**config.mk**
```make
export PLATFORM = sky130hd
export DESIGN_NAME = scr_spi_regs
export DESIGN_NICKNAME = d
export VERILOG_FILES = /design/src/logic/scr_spi_regs.v
export VERILOG_INCLUDE_DIRS = /design/src /design/src/logic
export SDC_FILE = /design/constraint.sdc
export NUM_CORES = 1
export LEC_CHECK = 0
export BUFFER_PORTS_ARGS = -buffer_cell sky130_fd_sc_hd__buf_2
export CORE_MARGIN = 2
export CORE_UTILIZATION = 50
export DETAILED_ROUTE_END_ITERATION = 16
export PLACE_DENSITY = 0.75
export REMOVE_ABC_BUFFERS = 1
export SETUP_SLACK_MARGIN = 0.4
export SYNTH_ARGS = -nofsm -noshare
export SYNTH_HDL_FRONTEND = slang
export SYNTH_SLANG_ARGS = --single-unit
```
**constraint.sdc**
```tcl
create_clock -name i_clock -period 1.9 [get_ports i_clock]
set_input_delay 0.19 -clock i_clock [delete_from_list [all_inputs] [get_ports i_clock]]
set_output_delay 0.19 -clock i_clock [all_outputs]
set_load 0.02 [all_outputs]
```
**src/logic/scr_defines.vh**
```
`ifndef SCR_DEFINES_VH
`define SCR_DEFINES_VH
`define SCR_WORD_BITS 16
`define SCR_CFG_ADDR_HI 7
`define SCR_CFG_ADDR_LO 5
`define SCR_CFG_SRC_EN 4
`define SCR_CFG_SINK 3
`define SCR_CFG_CTRL_MODE 2
`define SCR_CFG_IRQ_SLOPE 1
`define SCR_CFG_WDOG_DIS 0
`define SCR_CFG_PROG_EN 8
`define SCR_CFG_DIV_OUT_EN 10
`define SCR_ST_B15 15
`define SCR_ST_B14 14
`define SCR_ST_B13 13
`define SCR_ST_B12 12
`define SCR_ST_WDOG 11
`define SCR_ST_UNDERV 10
`define SCR_ST_IRQ_HI 9
`define SCR_ST_IRQ_LO 8
`define SCR_SINK_MAX_IDX 3'h2
`define SCR_CFG_RESET 16'h0000
`endif

```
**src/logic/scr_spi_regs.v**
```verilog
// Contract
// - Bits 7:5 address divider and source
// - Bit 4 enables addressed source
// - Bit 3 sink mode, sources 1-3 only
// - Bit 2 zero gates source by PWM
// - Bit 1 is irq enable when programming
// - Bit 1 is slope disable otherwise
// - Status 15:12 meaning from previous command
// - Previous zero: temperatures and ignition state
// - Previous one: battery visible, shown address
// - Bit 11 watchdog on, bit 10 undervoltage
// - Bits 9:8 irq source, cleared after readout
// - Bits 7:0 comparator results 8..1
// - Sixteen bits, MSB first, both directions
// - Changes visible in next status word
// - Per-source bits loaded only when programming
`timescale 1ns/100ps
`default_nettype none
`include "scr_defines.vh"
module scr_spi_regs #(
    parameter NSRC = 8
) (
    input wire i_clock,
    input wire i_sys_rst,
    input wire i_sck,
    input wire i_chip_select_n,
    input wire i_mosi,
    output wire o_miso,
    output wire o_miso_oe,
    input wire i_reg_overtemp_warn,
    input wire i_lin_driver_overtemp,
    input wire i_src_overtemp,
    input wire i_ignition_line_state,
    input wire i_batt_divider_visible,
    input wire i_vs_undervoltage,
    input wire i_divider_out_pin,
    input wire [1:0] i_irq_source,
    input wire i_irq_event,
    input wire [NSRC-1:0] i_switch_cmp_result,
    input wire [2:0] i_gate_pwm_pin,
    output reg [15:0] o_cfg_upper,
    output reg [2:0] o_sw_addr,
    output reg [NSRC-1:0] o_src_on,
    output reg [NSRC-1:0] o_sink_select,
    output reg [NSRC-1:0] o_switch_irq_enable,
    output reg o_slope_ctrl_disable,
    output reg o_wdog_disable,
    output reg o_wdog_state
);
    reg [2:0] sck_s_r, cs_s_r;
    reg [1:0] mosi_s_r;
    reg [1:0] pwm_s1_r [0:2];
    reg [2:0] pwm_q_r;
    reg [15:0] rx_r, tx_r;
    reg [4:0] cnt_r;
    reg miso_r;
    reg [NSRC-1:0] en_r, mode_r;
    reg prev_div_en_r;
    reg [1:0] irq_src_r;
    reg irq_valid_r;
    integer i, j, k;
    wire sck_rise = sck_s_r[1] & ~sck_s_r[2];
    wire sck_fall = ~sck_s_r[1] & sck_s_r[2];
    wire cs_act = ~cs_s_r[1];
    wire cs_start = ~cs_s_r[1] & cs_s_r[2];
    wire cs_end = cs_s_r[1] & ~cs_s_r[2];
    wire [15:0] status;

    // Map source index to its PWM port
    function [1:0] pwm_of;
        input [2:0] idx;
        begin
            case (idx)
                3'h0, 3'h6, 3'h7: pwm_of = 2'h0;
                3'h1, 3'h4, 3'h5: pwm_of = 2'h1;
                default: pwm_of = 2'h2;
            endcase
        end
    endfunction

    always @(posedge i_clock) begin
        sck_s_r <= {sck_s_r[1:0], i_sck};
        cs_s_r <= {cs_s_r[1:0], i_chip_select_n};
        mosi_s_r <= {mosi_s_r[0], i_mosi};
        for (j = 0; j < 3; j = j + 1) begin
            pwm_s1_r[j] <= {pwm_s1_r[j][0], i_gate_pwm_pin[j]};
            pwm_q_r[j] <= pwm_s1_r[j][1];
        end
    end

    assign status[15] = prev_div_en_r ? i_batt_divider_visible
                                      : i_reg_overtemp_warn;
    assign status[14:12] = prev_div_en_r ? o_sw_addr
        : {i_lin_driver_overtemp, i_src_overtemp, i_ignition_line_state};
    assign status[`SCR_ST_WDOG] = o_wdog_state;
    assign status[`SCR_ST_UNDERV] = i_vs_undervoltage;
    assign status[`SCR_ST_IRQ_HI:`SCR_ST_IRQ_LO] = irq_src_r;
    assign status[7:0] = i_switch_cmp_result[7:0];

    assign o_miso = miso_r;
    assign o_miso_oe = cs_act;

    always @(posedge i_clock) begin
        if (i_sys_rst) begin
            rx_r <= `SCR_CFG_RESET;
            tx_r <= 16'h0000;
            cnt_r <= 5'h00;
            miso_r <= 1'b0;
            o_cfg_upper <= `SCR_CFG_RESET;
            o_sw_addr <= 3'h0;
            en_r <= {NSRC{1'b0}};
            mode_r <= {NSRC{1'b0}};
            o_sink_select <= {NSRC{1'b0}};
            o_switch_irq_enable <= {NSRC{1'b0}};
            o_slope_ctrl_disable <= 1'b0;
            o_wdog_disable <= 1'b0;
            o_wdog_state <= 1'b0;
            prev_div_en_r <= 1'b0;
            irq_src_r <= 2'h0;
            irq_valid_r <= 1'b0;
        end else begin
            o_wdog_state <= ~o_wdog_disable & ~i_divider_out_pin;
            if (cs_start) begin
                tx_r <= {status[14:0], 1'b0};
                miso_r <= status[15];
                cnt_r <= 5'h00;
            end else if (cs_act && sck_rise) begin
                rx_r <= {rx_r[14:0], mosi_s_r[1]};
                if (cnt_r != 5'h1f)
                    cnt_r <= cnt_r + 5'h01;
            end else if (cs_act && sck_fall && cnt_r != 5'h00) begin
                miso_r <= tx_r[15];
                tx_r <= {tx_r[14:0], 1'b0};
            end
            if (i_irq_event) begin
                irq_src_r <= i_irq_source;
                irq_valid_r <= 1'b1;
            end else if (cs_end && cnt_r == 5'h10 && irq_valid_r) begin
                irq_src_r <= 2'h0;
                irq_valid_r <= 1'b0;
            end
            if (cs_end && cnt_r == 5'h10) begin
                o_cfg_upper <= {rx_r[15:8], 8'h00};
                prev_div_en_r <= rx_r[`SCR_CFG_DIV_OUT_EN];
                o_sw_addr <= rx_r[`SCR_CFG_ADDR_HI:`SCR_CFG_ADDR_LO];
                o_wdog_disable <= rx_r[`SCR_CFG_WDOG_DIS];
                if (rx_r[`SCR_CFG_PROG_EN]) begin
                    for (i = 0; i < NSRC; i = i + 1) begin
                        if (i == rx_r[7:5]) begin
                            en_r[i] <= rx_r[`SCR_CFG_SRC_EN];
                            o_sink_select[i] <= rx_r[`SCR_CFG_SINK] &
                                (rx_r[7:5] <= `SCR_SINK_MAX_IDX);
                            mode_r[i] <= rx_r[`SCR_CFG_CTRL_MODE];
                            o_switch_irq_enable[i] <=
                                rx_r[`SCR_CFG_IRQ_SLOPE];
                        end
                    end
                end else begin
                    o_slope_ctrl_disable <= rx_r[`SCR_CFG_IRQ_SLOPE];
                end
            end
        end
    end

    always @(posedge i_clock) begin
        if (i_sys_rst) begin
            o_src_on <= {NSRC{1'b0}};
        end else begin
            for (k = 0; k < NSRC; k = k + 1) begin
                o_src_on[k] <= en_r[k] &
                    (mode_r[k] | pwm_q_r[pwm_of(k[2:0])]);
            end
        end
    end
endmodule // scr_spi_regs
`default_nettype wire

```
Yosys cells after proc, flatten, opt, wreduce, memory -nomap -nowiden

Memories as Yosys holds them, arrays and structs flattened.
Index checks and enable logic that the tools add are counted.
Widths: inputs -> output; s select.

Register bits after elaboration: 106
Memory bits (writable): 6
Output and inout port bits: 48
Memories kept: 1

Memory list:

| memory   | words | bits a word | rd ports | clocked after Yosys merged registers in | write ports | RTL line          | source |
|---|---|---|---|---|---|---|---|
| pwm_s1_r | 3     | 2           | 3        | 0                                       | 3           | scr_spi_regs.v:52 | `reg [1:0] pwm_s1_r [0:2];` |

$add $sub $neg: 1
$lt $le $gt $ge: 4
Equal/unequal tests: 10
Mux-type cells: 21
Bitwise logic cells: 30
Reductions and logical operators: 22

Operator list:

| kind                | number |
|---|---|
| $mux 16             | 3 |
| $reduce_and 3->1    | 8 |
| $and 1x1->1         | 14 |
| $eq 3x3->1 const A  | 4 |
| $mux 2              | 5 |
| $lt 2x3->1 const B  | 3 |
| $mux 1              | 9 |
| $not 1->1           | 8 |
| $or 1x1->1          | 8 |
| $reduce_and 2->1    | 4 |
| $bmux 1 s2          | 3 |
| $eq 2x3->1 const A  | 2 |
| $add 5x1->5 const B | 1 |
| $eq 5x5->1 const B  | 1 |
| $logic_and 1x1->1   | 5 |
| $ne 5x5->1 const B  | 1 |
| $reduce_bool 5->1   | 1 |
| $reduce_bool 2->1   | 2 |
| $eq 1x3->1 const A  | 1 |
| $le 3x2->1 const B  | 1 |
| $logic_not 3->1     | 1 |
| $mux 3              | 1 |
| $ne 2x2->1 const B  | 1 |
| $reduce_or 2->1     | 1 |

Longest topological paths before layout

Gate-level depths: netlist of run 1.

Word-level depth: 7
Mapped depth: 6
Mapped depth without buffers: 6

Worst setup path before layout of run 1

No wires, ideal clock.

Kind: register to register
Start point: register cnt_r[0]
End point: register o_sink_select[3]
Data arrival time: 1.727 ns
Data required time: 1.784 ns
Setup slack: 0.057 ns
Stages on the path, launching flop included: 7
Path buffers: 1
Clock period less this slack: 1.843 ns
Cells stage by stage: dfxtp_1 -> inv_1 -> ha_1 -> or3b_4 -> or4_1 -> buf_2 -> and3_1

Longest elaborated chain between the ends: 3

RTL lines:

| item                           | RTL line           | source |
|---|---|---|
| start: declaration             | scr_spi_regs.v:55  | `reg [4:0] cnt_r;` |
| start signal: assignment       | scr_spi_regs.v:130 | `cnt_r <= cnt_r + 5'h01;` |
| $eq 5x5->1                     | scr_spi_regs.v:142 | `if (cs_end && cnt_r == 5'h10) begin` |
| $logic_and 1x1->1              | scr_spi_regs.v:142 |  |
| $reduce_and 3->1 (no line)     | --                 |  |
| end signal: assignment         | scr_spi_regs.v:113 | `o_sink_select <= {NSRC{1'b0}};` |
| end signal: indexed assignment | scr_spi_regs.v:151 | `` o_sink_select[i] <= rx_r[`SCR_CFG_SINK] & `` |
| end: declaration               | scr_spi_regs.v:44  | `output reg [NSRC-1:0] o_sink_select,` |

Every way passes these cells.
A chain may end at the register's enable or synchronous reset.

Worst setup path after layout of run 1

Start point: register cnt_r[1]
End point: register en_r[1]

Longest elaborated chain between the ends: 3

RTL lines:

| item                           | RTL line           | source |
|---|---|---|
| $eq 5x5->1                     | scr_spi_regs.v:142 |  |
| $logic_and 1x1->1              | scr_spi_regs.v:142 |  |
| $reduce_and 3->1 (no line)     | --                 |  |
| end signal: assignment         | scr_spi_regs.v:111 | `en_r <= {NSRC{1'b0}};` |
| end signal: indexed assignment | scr_spi_regs.v:150 | `` en_r[i] <= rx_r[`SCR_CFG_SRC_EN]; `` |
| end: declaration               | scr_spi_regs.v:57  | `reg [NSRC-1:0] en_r, mode_r;` |

Every way passes these cells.

==> metrics.md, run 1 <==
| Metric | Value |
|---|---|
| Crit path DAT | `around 2.1 ns` |
| Hold Slack | `~0.036 ns` |
| CP max stage cell | `or4_4` |
| Max VDD drop | `between 300 and 400 uV` |
| CP Cell Sequence | `inv_2 -> ha_4 -> or3b_4 -> or4_4 -> mux2i_1` |
| Final Core Density | `a little under two thirds` |
| Share of cells above drive strength 1 | `29.6%` |
| Delay-heaviest family, CP | `simple AND/OR/NAND/NOR gates` |
| Clk Latency, worst-skew pair | `between 0.3 and 0.4 ns` |
| Core ar. | `~0.008 mm^2` |
| Final wirelength | `between 9000 and 10000 um` |
| Fmax | `around 550 MHz` |
| Vias in the first global route | `about 3000` |
| Yosys warnings | `0` |
| Hold Path Class | `in2reg` |
| Initial Utilization | `between 50% and 60%` |
| Fill cells | `between 600 and 700` |
| Mapped cell area | `about 0.0042 mm^2` |
| CP bufs+invs | `1` |
| Seq cells post-synth | `roughly 110` |
| WL per Instance | `roughly 15 um` |
| Worst path max stage delay | `approximately 0.60 ns` |
| Worst-path clk slew | `0.11 ns` |
| Root buffer cell | `clkbuf_8` |
| Async SR Flop Fraction | `0%` |
| Die Area | `0.00914 mm^2` |
| H-tree depth | `3` |
| Outcome | `completed` |
| RSZ-0062 raised after global routing | `true` |
| Area delta synth->final | `24.2%` |
| I/O Buffers | `65` |
| Top-area cell type share of the netlist area | `between 50% and 60%` |
| Row count | `33` |
| Yosys top cell by area | `dfxtp_1` |
| Final setup vio count | `0` |
| Final std cells w/o fill | `roughly 640` |
| Tmin final | `1.82 ns` |
| Nets@finish | `555` |
| Remaining DRCs | `0` |
| Clk_skew | `0.0173 ns` |
| Die height | `approximately 96 um` |
| DRT antenna net count | `0` |
| Area contributors post-synth | `dfxtp_1, mux2i_1, nand2_1` |
| Pleak | `~2.1 nW` |
| Max Cap Violations | `0` |
| Cells after synthesis | `about 440` |
| GR Overflow Total | `0` |
| Vias | `~3500` |
| Main synth FF type | `dfxtp_1` |
| Crit path kind | `reg2reg` |
| HPWL Detailed | `roughly 6300 um` |
| Vias/cell | `~5.4` |
| CTS Buf Count | `9` |
| Max Fanout on Critical Path | `5` |
| Post-synth EDFFs | `0` |
| Post-synthesis sequential area ratio | `approximately 53%` |
| Global-route wire length before repair | `15100 um` |
| Die W | `about 96 um` |
| CTS sink count | `roughly 110` |
| Final Hold Fails | `0` |
| Distinct cell type count after synthesis | `between 40 and 50` |
| Largest net degree at the start of global routing | `43` |
| Worst Setup Start Kind | `register` |
| Worst Path Required | `~2.2 ns` |
| DR iter-0 viols | `about 250` |
| Pwr Density | `~770 mW/mm^2` |
| Synth Area per Inst | `9.48 um^2` |
| CP Capture Type | `register` |
| Placed Instances | `602` |
| Final-report max-slew violation count | `0` |
| Antenna violations before repair | `0` |
| Diode count | `0` |
| Placer Congestion | `around 0.79` |
| CTS tree | `done` |
| Max Buffers Root-to-Sink | `2` |
| Period Utilization, post-route | `between 90 and 100%` |
| Top-level I/O count | `between 70 and 80` |
| Pre-antenna DRT Iters | `5` |
| Total GRT Usage | `21.2%` |
==> layer usage <==
layer | vias up | part of all wire, % | wire length, um | GRT usage (%)
met1 | 1666 | 45 | 4280 | 28.8
met3 | 16 | 3.4 | 320 | 3.48
li1 | 1707 | - | - | -
met4 | 0 | 2.1 | 204 | 9.29
met5 | - | 0 | 0 | 0
met2 | 66 | 49 | 4690 | 33.3
==> cells in the mapped netlist (2+ instances only) <==
master and instances:
or4b_2 2, mux2i_1 35, nand2_1 75, inv_1 6
nand3_1 19, nor3_1 8, buf_2 8, clkbuf_1 24
a21oi_1 30, o41ai_1 2, or3_1 2, ha_1 3
dfxtp_1 111, or4_1 3, nor4_1 3, nand3b_1 3
a2111oi_0 6, a211oi_1 7, nor4b_2 2, buf_4 9
nor3_2 4, nor2_1 28, a311oi_1 5, nor3b_1 5
o21ai_0 15, o2111a_1 4, a311o_1 4, and3_1 3
==> final timing paths <==
path / startpoint / to / slack (ns) / depth (start not counted)
setup / recovery: cnt_r[1]$_SDFFE_PP0P_ / en_r[1]$_SDFFE_PP0P_ / 0.08 / 5
hold / removal: i_irq_event / irq_src_r[1]$_SDFFE_PP0P_ / 0.04 / 2
setup reg to reg: cnt_r[1]$_SDFFE_PP0P_ / en_r[1]$_SDFFE_PP0P_ / 0.08 / 5
hold reg to reg: mosi_s_r[0]$_DFF_P_ / mosi_s_r[1]$_DFF_P_ / 0.34 / 0
==> flip-flops by register name, summed over array words and instances (netlist names) <==
register and flops:
mosi_s_r 2, irq_valid_r 1, o_slope_ctrl_disable 1, o_wdog_state 1
mode_r 8, pwm_s1_r 6, en_r 8, o_src_on 8
o_cfg_upper 8, o_sw_addr 3, o_switch_irq_enable 8, pwm_q_r 3
sck_s_r 3, cnt_r 5, irq_src_r 2, cs_s_r 3
o_sink_select 8, tx_r 15, o_wdog_disable 1, o_miso 1
rx_r 16
==> kinds of logic (layout without fill, tap and decap cells) <==
| logic type | count (synthesis) | count (layout) | share of synthesized area (%) |
|---|---|---|---|
| AO/OA/AOI/OAI | 76 | 76 | 11.9 |
| XOR/XNOR | 1 | 1 | 0.209 |
| adder cells (fa/ha/maj) | 3 | 3 | 0.894 |
| buffers and inverters | 48 | 129 | 5.34 |
| flip-flops | 111 | 111 | 52.9 |
| multiplexers | 35 | 35 | 8.35 |
| other | 1 | 8 | 0.0893 |
| AND/OR/NAND/NOR | 168 | 168 | 20.3 |
==> power by group <==
part / switching [W] / internal [W] / total (W) / leakage (nW)
Clock: 0.000851 / 0.000507 / 0.00136 / 0.0949
Sequential: 0.0000295 / 0.00237 / 0.00240 / 0.906
Combinational: 0.000157 / 0.000115 / 0.000272 / 1.10
==> through the flow <==
step,instance area (um^2),power [W],TNS [ns],setup slack (ns)
floorplan,4020,0.00257,-3.88,-0.306
global placement,4660,0.00267,0,0.0370
detailed placement,4660,0.00268,-0.0477,-0.0204
CTS,5100,0.00404,0,0.0984
global route,5210,0.00419,0,0.0515
finish,5210,0.00403,0,0.0781
==> timing repair <==
action | in CTS | in global routing
setup endpoints to repair | 82 | 67
resized for setup | 30 | 35
hold buffers | 7 | 0
pin swaps | 24 | 14
buffers inserted | 8 | 3
endpoints found under the hold margin | 7 | 0
==> worst reg2reg max path: stages (launching register included) <==
cell and delay, ns:
dfxtp_2 0.34, inv_2 0.07, ha_4 0.14, or3b_4 0.41, or4_4 0.60, mux2i_1 0.14
==> placed cells by master (no fill, tap or decap), drive strengths merged, types with 7 or more instances in the layout <==
cell and count:
dfxtp 111, nor2 28, dlygate4sd3 7, mux2i 35, nand3 19, conb 8
buf 100, inv 9, clkbuf 9, nand2 75, a21oi 30, o21ai 15
a211oi 7, nor3 12
==> area by class of cell <==
type,count,area (um^2),share of cell area (%)
Clock buffer,9,124,2.38
Tap cell,105,131,2.52
Sequential cell,111,2230,42.7
Clock inverter,7,66.3,1.27
Multi-Input combinational cell,291,1950,37.4
Inverter,6,22.5,0.432
Timing Repair Buffer,107,693,13.3
Note: power is estimated with default switching activity, not from simulation.
==> run 2: changes to the inputs <==
--- a/config.mk
+++ b/config.mk
@@ -8,9 +8,9 @@
 export LEC_CHECK = 0
 export BUFFER_PORTS_ARGS = -buffer_cell sky130_fd_sc_hd__buf_2
 export CORE_MARGIN = 2
-export CORE_UTILIZATION = 50
+export CORE_UTILIZATION = 55
 export DETAILED_ROUTE_END_ITERATION = 16
-export PLACE_DENSITY = 0.75
+export PLACE_DENSITY = 0.79
 export REMOVE_ABC_BUFFERS = 1
 export SETUP_SLACK_MARGIN = 0.4
 export SYNTH_ARGS = -nofsm -noshare
==> constraint.sdc (replaced) <==
create_clock -name i_clock -period 2 [get_ports i_clock]
set_input_delay 0.2 -clock i_clock [delete_from_list [all_inputs] [get_ports i_clock]]
set_output_delay 0.2 -clock i_clock [all_outputs]
set_load 0.02 [all_outputs]
==> run 2 against run 1 <==
Effect of this change: core utilization increased by 9.2 points; final cell count is 0.79% lower; non-clock buffer count stayed put; wire length increased by 7.8%; critical path depth increased by 3; highest routed layer unchanged; combinational power is 11% higher; hold slack better by 0.016 ns; die area decreased by 8.7%; design area increased by 2.5%; largest cell class unchanged; clock-buffer cell count unchanged; clock skew down 0.0072 ns; critical path type unchanged; via count rose by 4.5%; critical endpoint is now cnt_r[4]$_SDFFE_PP0P_.
==> metrics.md, run 2 (synthesis results as in run 1) <==
| Metric | Value |
|---|---|
| Delay-heaviest family, CP | `simple AND/OR/NAND/NOR gates` |
| Seq pwr share | `56.8%` |
| Period Utilization, post-route | `91.6%` |
| Row count | `31` |
| I/O Buffers | `65` |
| Final setup vio count | `0` |
| WL per Instance | `16.2 um` |
| Max Cap Violations | `0` |
| Met3 Use GR | `under 10%` |
| Worst-path clk slew | `between 0.1 and 0.15 ns` |
| Reg2reg start | `cnt_r[0]$_SDFFE_PP0P_` |
| Max_slew headroom | `64.1%` |
| H-tree depth | `3` |
| Logic pwr share | `7.5%` |
| Final Hold Fails | `0` |
| Total GRT Usage | `a little under a quarter` |
| HPWL Detailed | `approximately 6200 um` |
| Die Area | `0.00835 mm^2` |
| Max Fanout on Critical Path | `5` |
| Clk_skew | `~0.01 ns` |
| Cell depth of the worst flop-to-flop path | `8` |
| Crit path top cell by count | `ha_4` |
| CP Capture Type | `register` |
| WHS Endpoint | `irq_src_r[1]$_SDFFE_PP0P_` |
| Worst path max stage delay | `roughly 0.35 ns` |
| RR Endpoint | `cnt_r[4]$_SDFFE_PP0P_` |
| Fmax | `546 MHz` |
| CTS sink count | `111` |
| CP max stage cell | `dfxtp_2` |
| Max reg flops | `16` |
| Initial Utilization | `between 50% and 60%` |
| Design Power | `0.00403 W` |
| CTS tree | `done` |
| Switching Share | `between 20% and 30%` |
| Die height | `91.4 um` |
| Worst Path Required | `around 2.3 ns` |
| Global-route wire length before repair | `approximately 16000 um` |
| Root buffer cell | `clkbuf_8` |
| Clk Latency, worst-skew pair | `roughly 0.37 ns` |
| Crit path kind | `reg2reg` |
| Vias/cell | `about 5.7` |
| GR Overflow Total | `0` |
| Antenna violations before repair | `0` |
| Placed inst area | `0.00463 mm^2` |
| Vias in the first global route | `about 3400` |
| RSZ-0062 raised after global routing | `true` |
| Final setup margin | `around 0.17 ns` |
| Clock power frac | `between 30% and 40%` |
| Hold Path Class | `in2reg` |
| Pre-CTS setup slack | `roughly 0.041 ns` |
| Regs by FF count | `rx_r (16), tx_r (15)` |
| Hold Path Cell Cnt | `3` |
| Final Core Density | `72.9%` |
| Tmin final | `1.83 ns` |
| Internal power | `roughly 0.003 W` |
| Final-report max-slew violation count | `0` |
| Placer Congestion | `slightly above 0.8` |
| Max VDD drop | `473 uV` |
| Worst hold start | `i_irq_source[1]` |
| Nets@finish | `approximately 560` |
| Area delta synth->final | `27.4%` |
| Outcome | `completed` |
| Share of cells above drive strength 1 | `a little under a third` |
| M1 GR Usage | `29.0%` |
| Worst Setup Start Kind | `register` |
| Biggest register | `rx_r` |
| Pwr Density | `about 750 mW/mm^2` |
| Net switching power figure | `0.00102 W` |
| Gr busiest metal | `met2` |
| Core ar. | `between 0.007 and 0.008 mm^2` |
| Max Buffers Root-to-Sink | `2` |
| Die W | `approximately 90 um` |
| Reg-to-reg slack, setup | `0.17 ns` |
| Finished Cell Area | `about 0.0053 mm^2` |
| Vias | `3609` |
| CP bufs+invs | `2` |
| Crit path DAT | `roughly 2.1 ns` |
| CP Cell Sequence | `buf_4 -> ha_4 -> and3_4 -> ha_4 -> nor4b_4 -> buf_6 -> mux2i_1 -> nor3_1` |
| Remaining DRCs | `0` |
| DR iter-0 viols | `216` |
| GR Layer Usage met2 | `around two fifths` |
| Commonest non-fill, non-tap cell in the layout | `dfxtp_1` |
| DRT antenna net count | `0` |
| CTS Buf Count | `9` |
| Final wirelength | `roughly 10000 um` |
| Largest net degree at the start of global routing | `40` |
| Most frequent cells in the layout | `dfxtp_1, nand2_1, buf_2` |
| Diode count | `0` |
| Pleak | `between 2 and 2.5 nW` |
| Top-level I/O count | `between 70 and 80` |
| Pre-antenna DRT Iters | `6` |
| Tightest Pin Transition | `about 0.54 ns` |
==> run 2: cell count changes in the layout (fill, tap and decap cells not counted), sizes merged <==
cell	delta
clkinvlp	-1
bufinv	+1
clkinv	+2
or4b	+1
inv	-2
==> run 2: worst max-delay path by stage <==
stage / startpoint / to / slack [ns] / cells past startpoint
floorplan: cnt_r[0]$_SDFFE_PP0P_ / o_miso$_SDFFE_PP0P_ / -0.21 / 5
CTS: cnt_r[0]$_SDFFE_PP0P_ / en_r[3]$_SDFFE_PP0P_ / 0.19 / 5
global route: cnt_r[0]$_SDFFE_PP0P_ / cnt_r[4]$_SDFFE_PP0P_ / 0.11 / 8
global placement: cnt_r[1]$_SDFFE_PP0P_ / o_sink_select[3]$_SDFFE_PP0P_ / 0.12 / 5
finish: cnt_r[0]$_SDFFE_PP0P_ / cnt_r[4]$_SDFFE_PP0P_ / 0.17 / 8
detailed placement: cnt_r[1]$_SDFFE_PP0P_ / o_switch_irq_enable[5]$_SDFFE_PP0P_ / 0.04 / 6
==> run 2: layout make-up <==
class	count	area [um^2]
sequential	111	2230
multi-input combinational	292	2040
fill	471	1980
timing repair buffer	107	699
clock buffer	9	124
tap	99	124
clock inverter	7	105
inverter	6	22.5
==> run 2: repair_timing <==
item | CTS | global route
cloned | 0 | 1
endpoints found under the hold margin | 7 | 0
pin swaps | 11 | 17
buffers inserted | 7 | 7
resized for setup | 25 | 48
hold buffers | 7 | 0
setup endpoints to repair | 56 | 56
==> run 2: tightest hold or removal path, stage by stage <==
cell,delay [ns]
buf_2,0.08
nand3_1,0.07
o41ai_1,0.05
==> run 2: power groups by stage <==
stage	sequential [W]	combinational (W)	clock [W]
5_1_grt	0.00229	0.000322	0.00153
4_1_cts	0.00228	0.000235	0.00146
3_3_place_gp	0.00233	0.000207	0
2_1_floorplan	0.00233	0.000112	0
6_report	0.00229	0.000301	0.00144
3_5_place_dp	0.00233	0.000213	0
==> run 2: per-stage QoR <==
| step | hold slack [ns] | TNS (ns) | std cells |
|---|---|---|---|
| CTS | 0.0379 | 0 | 623 |
| finish | 0.0518 | 0 | 631 |
| global placement | 0.302 | 0 | 593 |
| detailed placement | 0.305 | 0 | 593 |
| floorplan | 0.228 | -2.06 | 408 |
| global route | 0.0556 | 0 | 631 |
==> run 2: per-layer routing <==
| metal | up-vias | wire, um | part of all wire, % |
|---|---|---|---|
| met5 | - | 0 | 0 |
| met4 | 0 | 178 | 1.7 |
| met3 | 20 | 543 | 5.3 |
| met2 | 135 | 5100 | 50 |
| met1 | 1745 | 4410 | 43 |
| li1 | 1709 | - | - |
==> run 3: changes to the inputs <==
--- a/config.mk
+++ b/config.mk
@@ -7,12 +7,15 @@
 export NUM_CORES = 1
 export LEC_CHECK = 0
 export BUFFER_PORTS_ARGS = -buffer_cell sky130_fd_sc_hd__buf_2
+export CORE_ASPECT_RATIO = 1.2
 export CORE_MARGIN = 2
 export CORE_UTILIZATION = 55
 export DETAILED_ROUTE_END_ITERATION = 16
 export PLACE_DENSITY = 0.79
+export RECOVER_POWER = 50
 export REMOVE_ABC_BUFFERS = 1
 export SETUP_SLACK_MARGIN = 0.4
+export SKIP_LAST_GASP = 1
 export SYNTH_ARGS = -nofsm -noshare
 export SYNTH_HDL_FRONTEND = slang
 export SYNTH_SLANG_ARGS = --single-unit
==> run 3 against run 2 <==
Effect of this change: combinational power fell by 17%; non-clock buffer count fell by 8; power fell by 4.4%; sequential power barely moved; design area fell by 5.8%; worst setup slack improved by 0.0084 ns; sequential cell count did not move; clock power fell by 8%.
==> metrics.md, run 3 (synthesis results as in run 1) <==
| Metric | Value |
|---|---|
| Outcome | `completed` |
| Antenna violations before repair | `0` |
| Max Fanout on Critical Path | `5` |
| Initial Utilization | `between 50% and 60%` |
| Internal power | `between 0.002 and 0.003 W` |
| Area delta synth->final | `20.0%` |
| Worst Setup Start Kind | `register` |
| GR Overflow Total | `0` |
| Tmin final | `~1.8 ns` |
| Switching Share | `between 20% and 30%` |
| Top-level I/O count | `between 70 and 80` |
| Largest net degree at the start of global routing | `between 50 and 60` |
| DR iter-0 viols | `around 290` |
| Max VDD drop | `approximately 470 uV` |
| Tightest Pin Transition | `0.689 ns` |
| Total GRT Usage | `23.5%` |
| Period Utilization, post-route | `91.1%` |
| CP max stage cell | `or4_4` |
| Max Buffers Root-to-Sink | `2` |
| Share of cells above drive strength 1 | `a little under a fifth` |
| CTS sink count | `between 100 and 150` |
| Pwr Density | `between 700 and 800 mW/mm^2` |
| Worst hold start | `i_irq_event` |
| Final-report max-slew violation count | `0` |
| Logic pwr share | `6.5%` |
| Net switching power figure | `0.000971 W` |
| Vias/cell | `approximately 5.7` |
| Placed Instances | `roughly 580` |
| Crit path kind | `reg2reg` |
| Max Cap Violations | `0` |
| RR Endpoint | `mode_r[3]$_SDFFE_PP0P_` |
| Cell depth of the worst flop-to-flop path | `5` |
| WL per Instance | `between 15 and 20 um` |
| Final wirelength | `between 9000 and 10000 um` |
| Diode count | `0` |
| Crit path DAT | `slightly above 2 ns` |
| Most frequent cells in the layout | `dfxtp_1, nand2_1, clkbuf_1` |
| H-tree depth | `3` |
| RSZ-0062 raised after global routing | `true` |
| Final setup margin | `around 0.18 ns` |
| Final std cells w/o fill | `just over 600` |
| Clk Latency, worst-skew pair | `roughly 0.37 ns` |
| CTS tree | `done` |
| WHS Endpoint | `irq_src_r[1]$_SDFFE_PP0P_` |
| Max reg flops | `16` |
| Remaining DRCs | `0` |
| HPWL Detailed | `between 6000 and 7000 um` |
| Seq pwr share | `about three fifths` |
| Biggest register | `rx_r` |
| I/O Buffers | `65` |
| Core ar. | `~0.0073 mm^2` |
| Regs by FF count | `rx_r (16), tx_r (15)` |
| Final Hold Fails | `0` |
| Worst Path Required | `between 2 and 2.5 ns` |
| Nets@finish | `around 550` |
| Reg-to-reg slack, setup | `0.18 ns` |
| Pleak | `between 1.5 and 2 nW` |
| Placer Congestion | `0.819` |
| DRT antenna net count | `0` |
| Clk_skew | `about 0.011 ns` |
| Row count | `34` |
| Fmax | `between 500 and 600 MHz` |
| Final setup vio count | `0` |
| Worst-path clk slew | `between 0.1 and 0.15 ns` |
| Vias in the first global route | `3270` |
| Max_slew headroom | `between 50 and 60%` |
| Root buffer cell | `clkbuf_8` |
| Die height | `around 100 um` |
| CP Cell Sequence | `inv_2 -> ha_4 -> or3b_4 -> or4_4 -> mux2i_1` |
| Pre-CTS setup slack | `around 0.057 ns` |
| Fill cells | `~580` |
| Global-route wire length before repair | `~16000 um` |
| CTS Buf Count | `9` |
| Die Area | `0.00835 mm^2` |
| Clock power frac | `between 30% and 40%` |
| Die W | `about 84 um` |
| CP Capture Type | `register` |
| Commonest non-fill, non-tap cell in the layout | `dfxtp_1` |
| Reg2reg start | `cnt_r[0]$_SDFFE_PP0P_` |
| Pre-antenna DRT Iters | `5` |
| Hold Path Cell Cnt | `2` |
| Worst path max stage delay | `approximately 0.6 ns` |
| Vias | `between 3000 and 4000` |
| Hold Path Class | `in2reg` |
## run 3: how the worst max path moves through the flow
stage,from,endpoint,slack [ns],cells after the start
4_1_cts,cnt_r[1]$_SDFFE_PP0P_,mode_r[2]$_SDFFE_PP0P_,0.18,5
6_report,cnt_r[0]$_SDFFE_PP0P_,mode_r[3]$_SDFFE_PP0P_,0.18,5
3_3_place_gp,cnt_r[1]$_SDFFE_PP0P_,o_sink_select[3]$_SDFFE_PP0P_,0.11,5
3_5_place_dp,cnt_r[1]$_SDFFE_PP0P_,mode_r[2]$_SDFFE_PP0P_,0.06,5
5_1_grt,cs_s_r[1]$_DFF_P_,mode_r[0]$_SDFFE_PP0P_,0.1,5
2_1_floorplan,cnt_r[0]$_SDFFE_PP0P_,o_miso$_SDFFE_PP0P_,-0.21,5
## run 3: power by group through the flow
stage                     combinational, W  sequential, W  clock [W]
after floorplan                   0.000112        0.00233          0
after CTS                         0.000234        0.00228    0.00132
after global placement            0.000210        0.00233          0
after global routing              0.000273        0.00229    0.00141
after detailed placement          0.000215        0.00233          0
final                             0.000249        0.00228    0.00132
## run 3: area by class of cell
class / count / area [um^2] / area share [%]
inverter: 6 / 22.5 / 0.447
timing repair buffer: 99 / 566 / 11.2
clock buffer: 10 / 138 / 2.73
sequential: 111 / 2230 / 44.2
multi-input combinational: 291 / 1920 / 38.1
tap: 90 / 113 / 2.24
clock inverter: 6 / 56.3 / 1.12
## run 3: routing by layer
metal | share of wire, % | GRT usage (%) | up-vias
met3 | 4.0 | 4.23 | 13
met5 | 0 | 0 | -
met1 | 41 | 28.0 | 1670
met4 | 1.6 | 9.93 | 0
li1 | - | - | 1690
met2 | 53 | 41.6 | 99
## run 3: critical path: cells and delay by family (launching register included)
family                   cells  cell delay [ns]
buffers and inverters        1             0.06
adder cells (fa/ha/maj)      1             0.13
flip-flops                   1             0.35
multiplexers                 1             0.15
AND/OR/NAND/NOR              2             1.01
## run 3: repair_timing
action,4_1_cts,5_1_grt
setup endpoints to repair,74,68
gates cloned,0,0
resized for setup,27,21
pin swaps,12,18
buffers inserted,3,5
hold buffers,7,0
hold endpoints to repair,7,0
## run 3: metrics by stage
stage / cell area, um^2 / hold slack (ns) / power, W / setup TNS (ns) / utilization (%)
2_1_floorplan: 4020 / 0.228 / 0.00244 / -2.06 / -
3_3_place_gp: 4620 / 0.302 / 0.00254 / 0 / 63.1
3_5_place_dp: 4620 / 0.304 / 0.00255 / 0 / 63.1
4_1_cts: 5010 / 0.0632 / 0.00384 / 0 / 68.5
5_1_grt: 5040 / 0.0817 / 0.00398 / 0 / 68.8
6_report: 5040 / 0.0633 / 0.00385 / 0 / 68.8
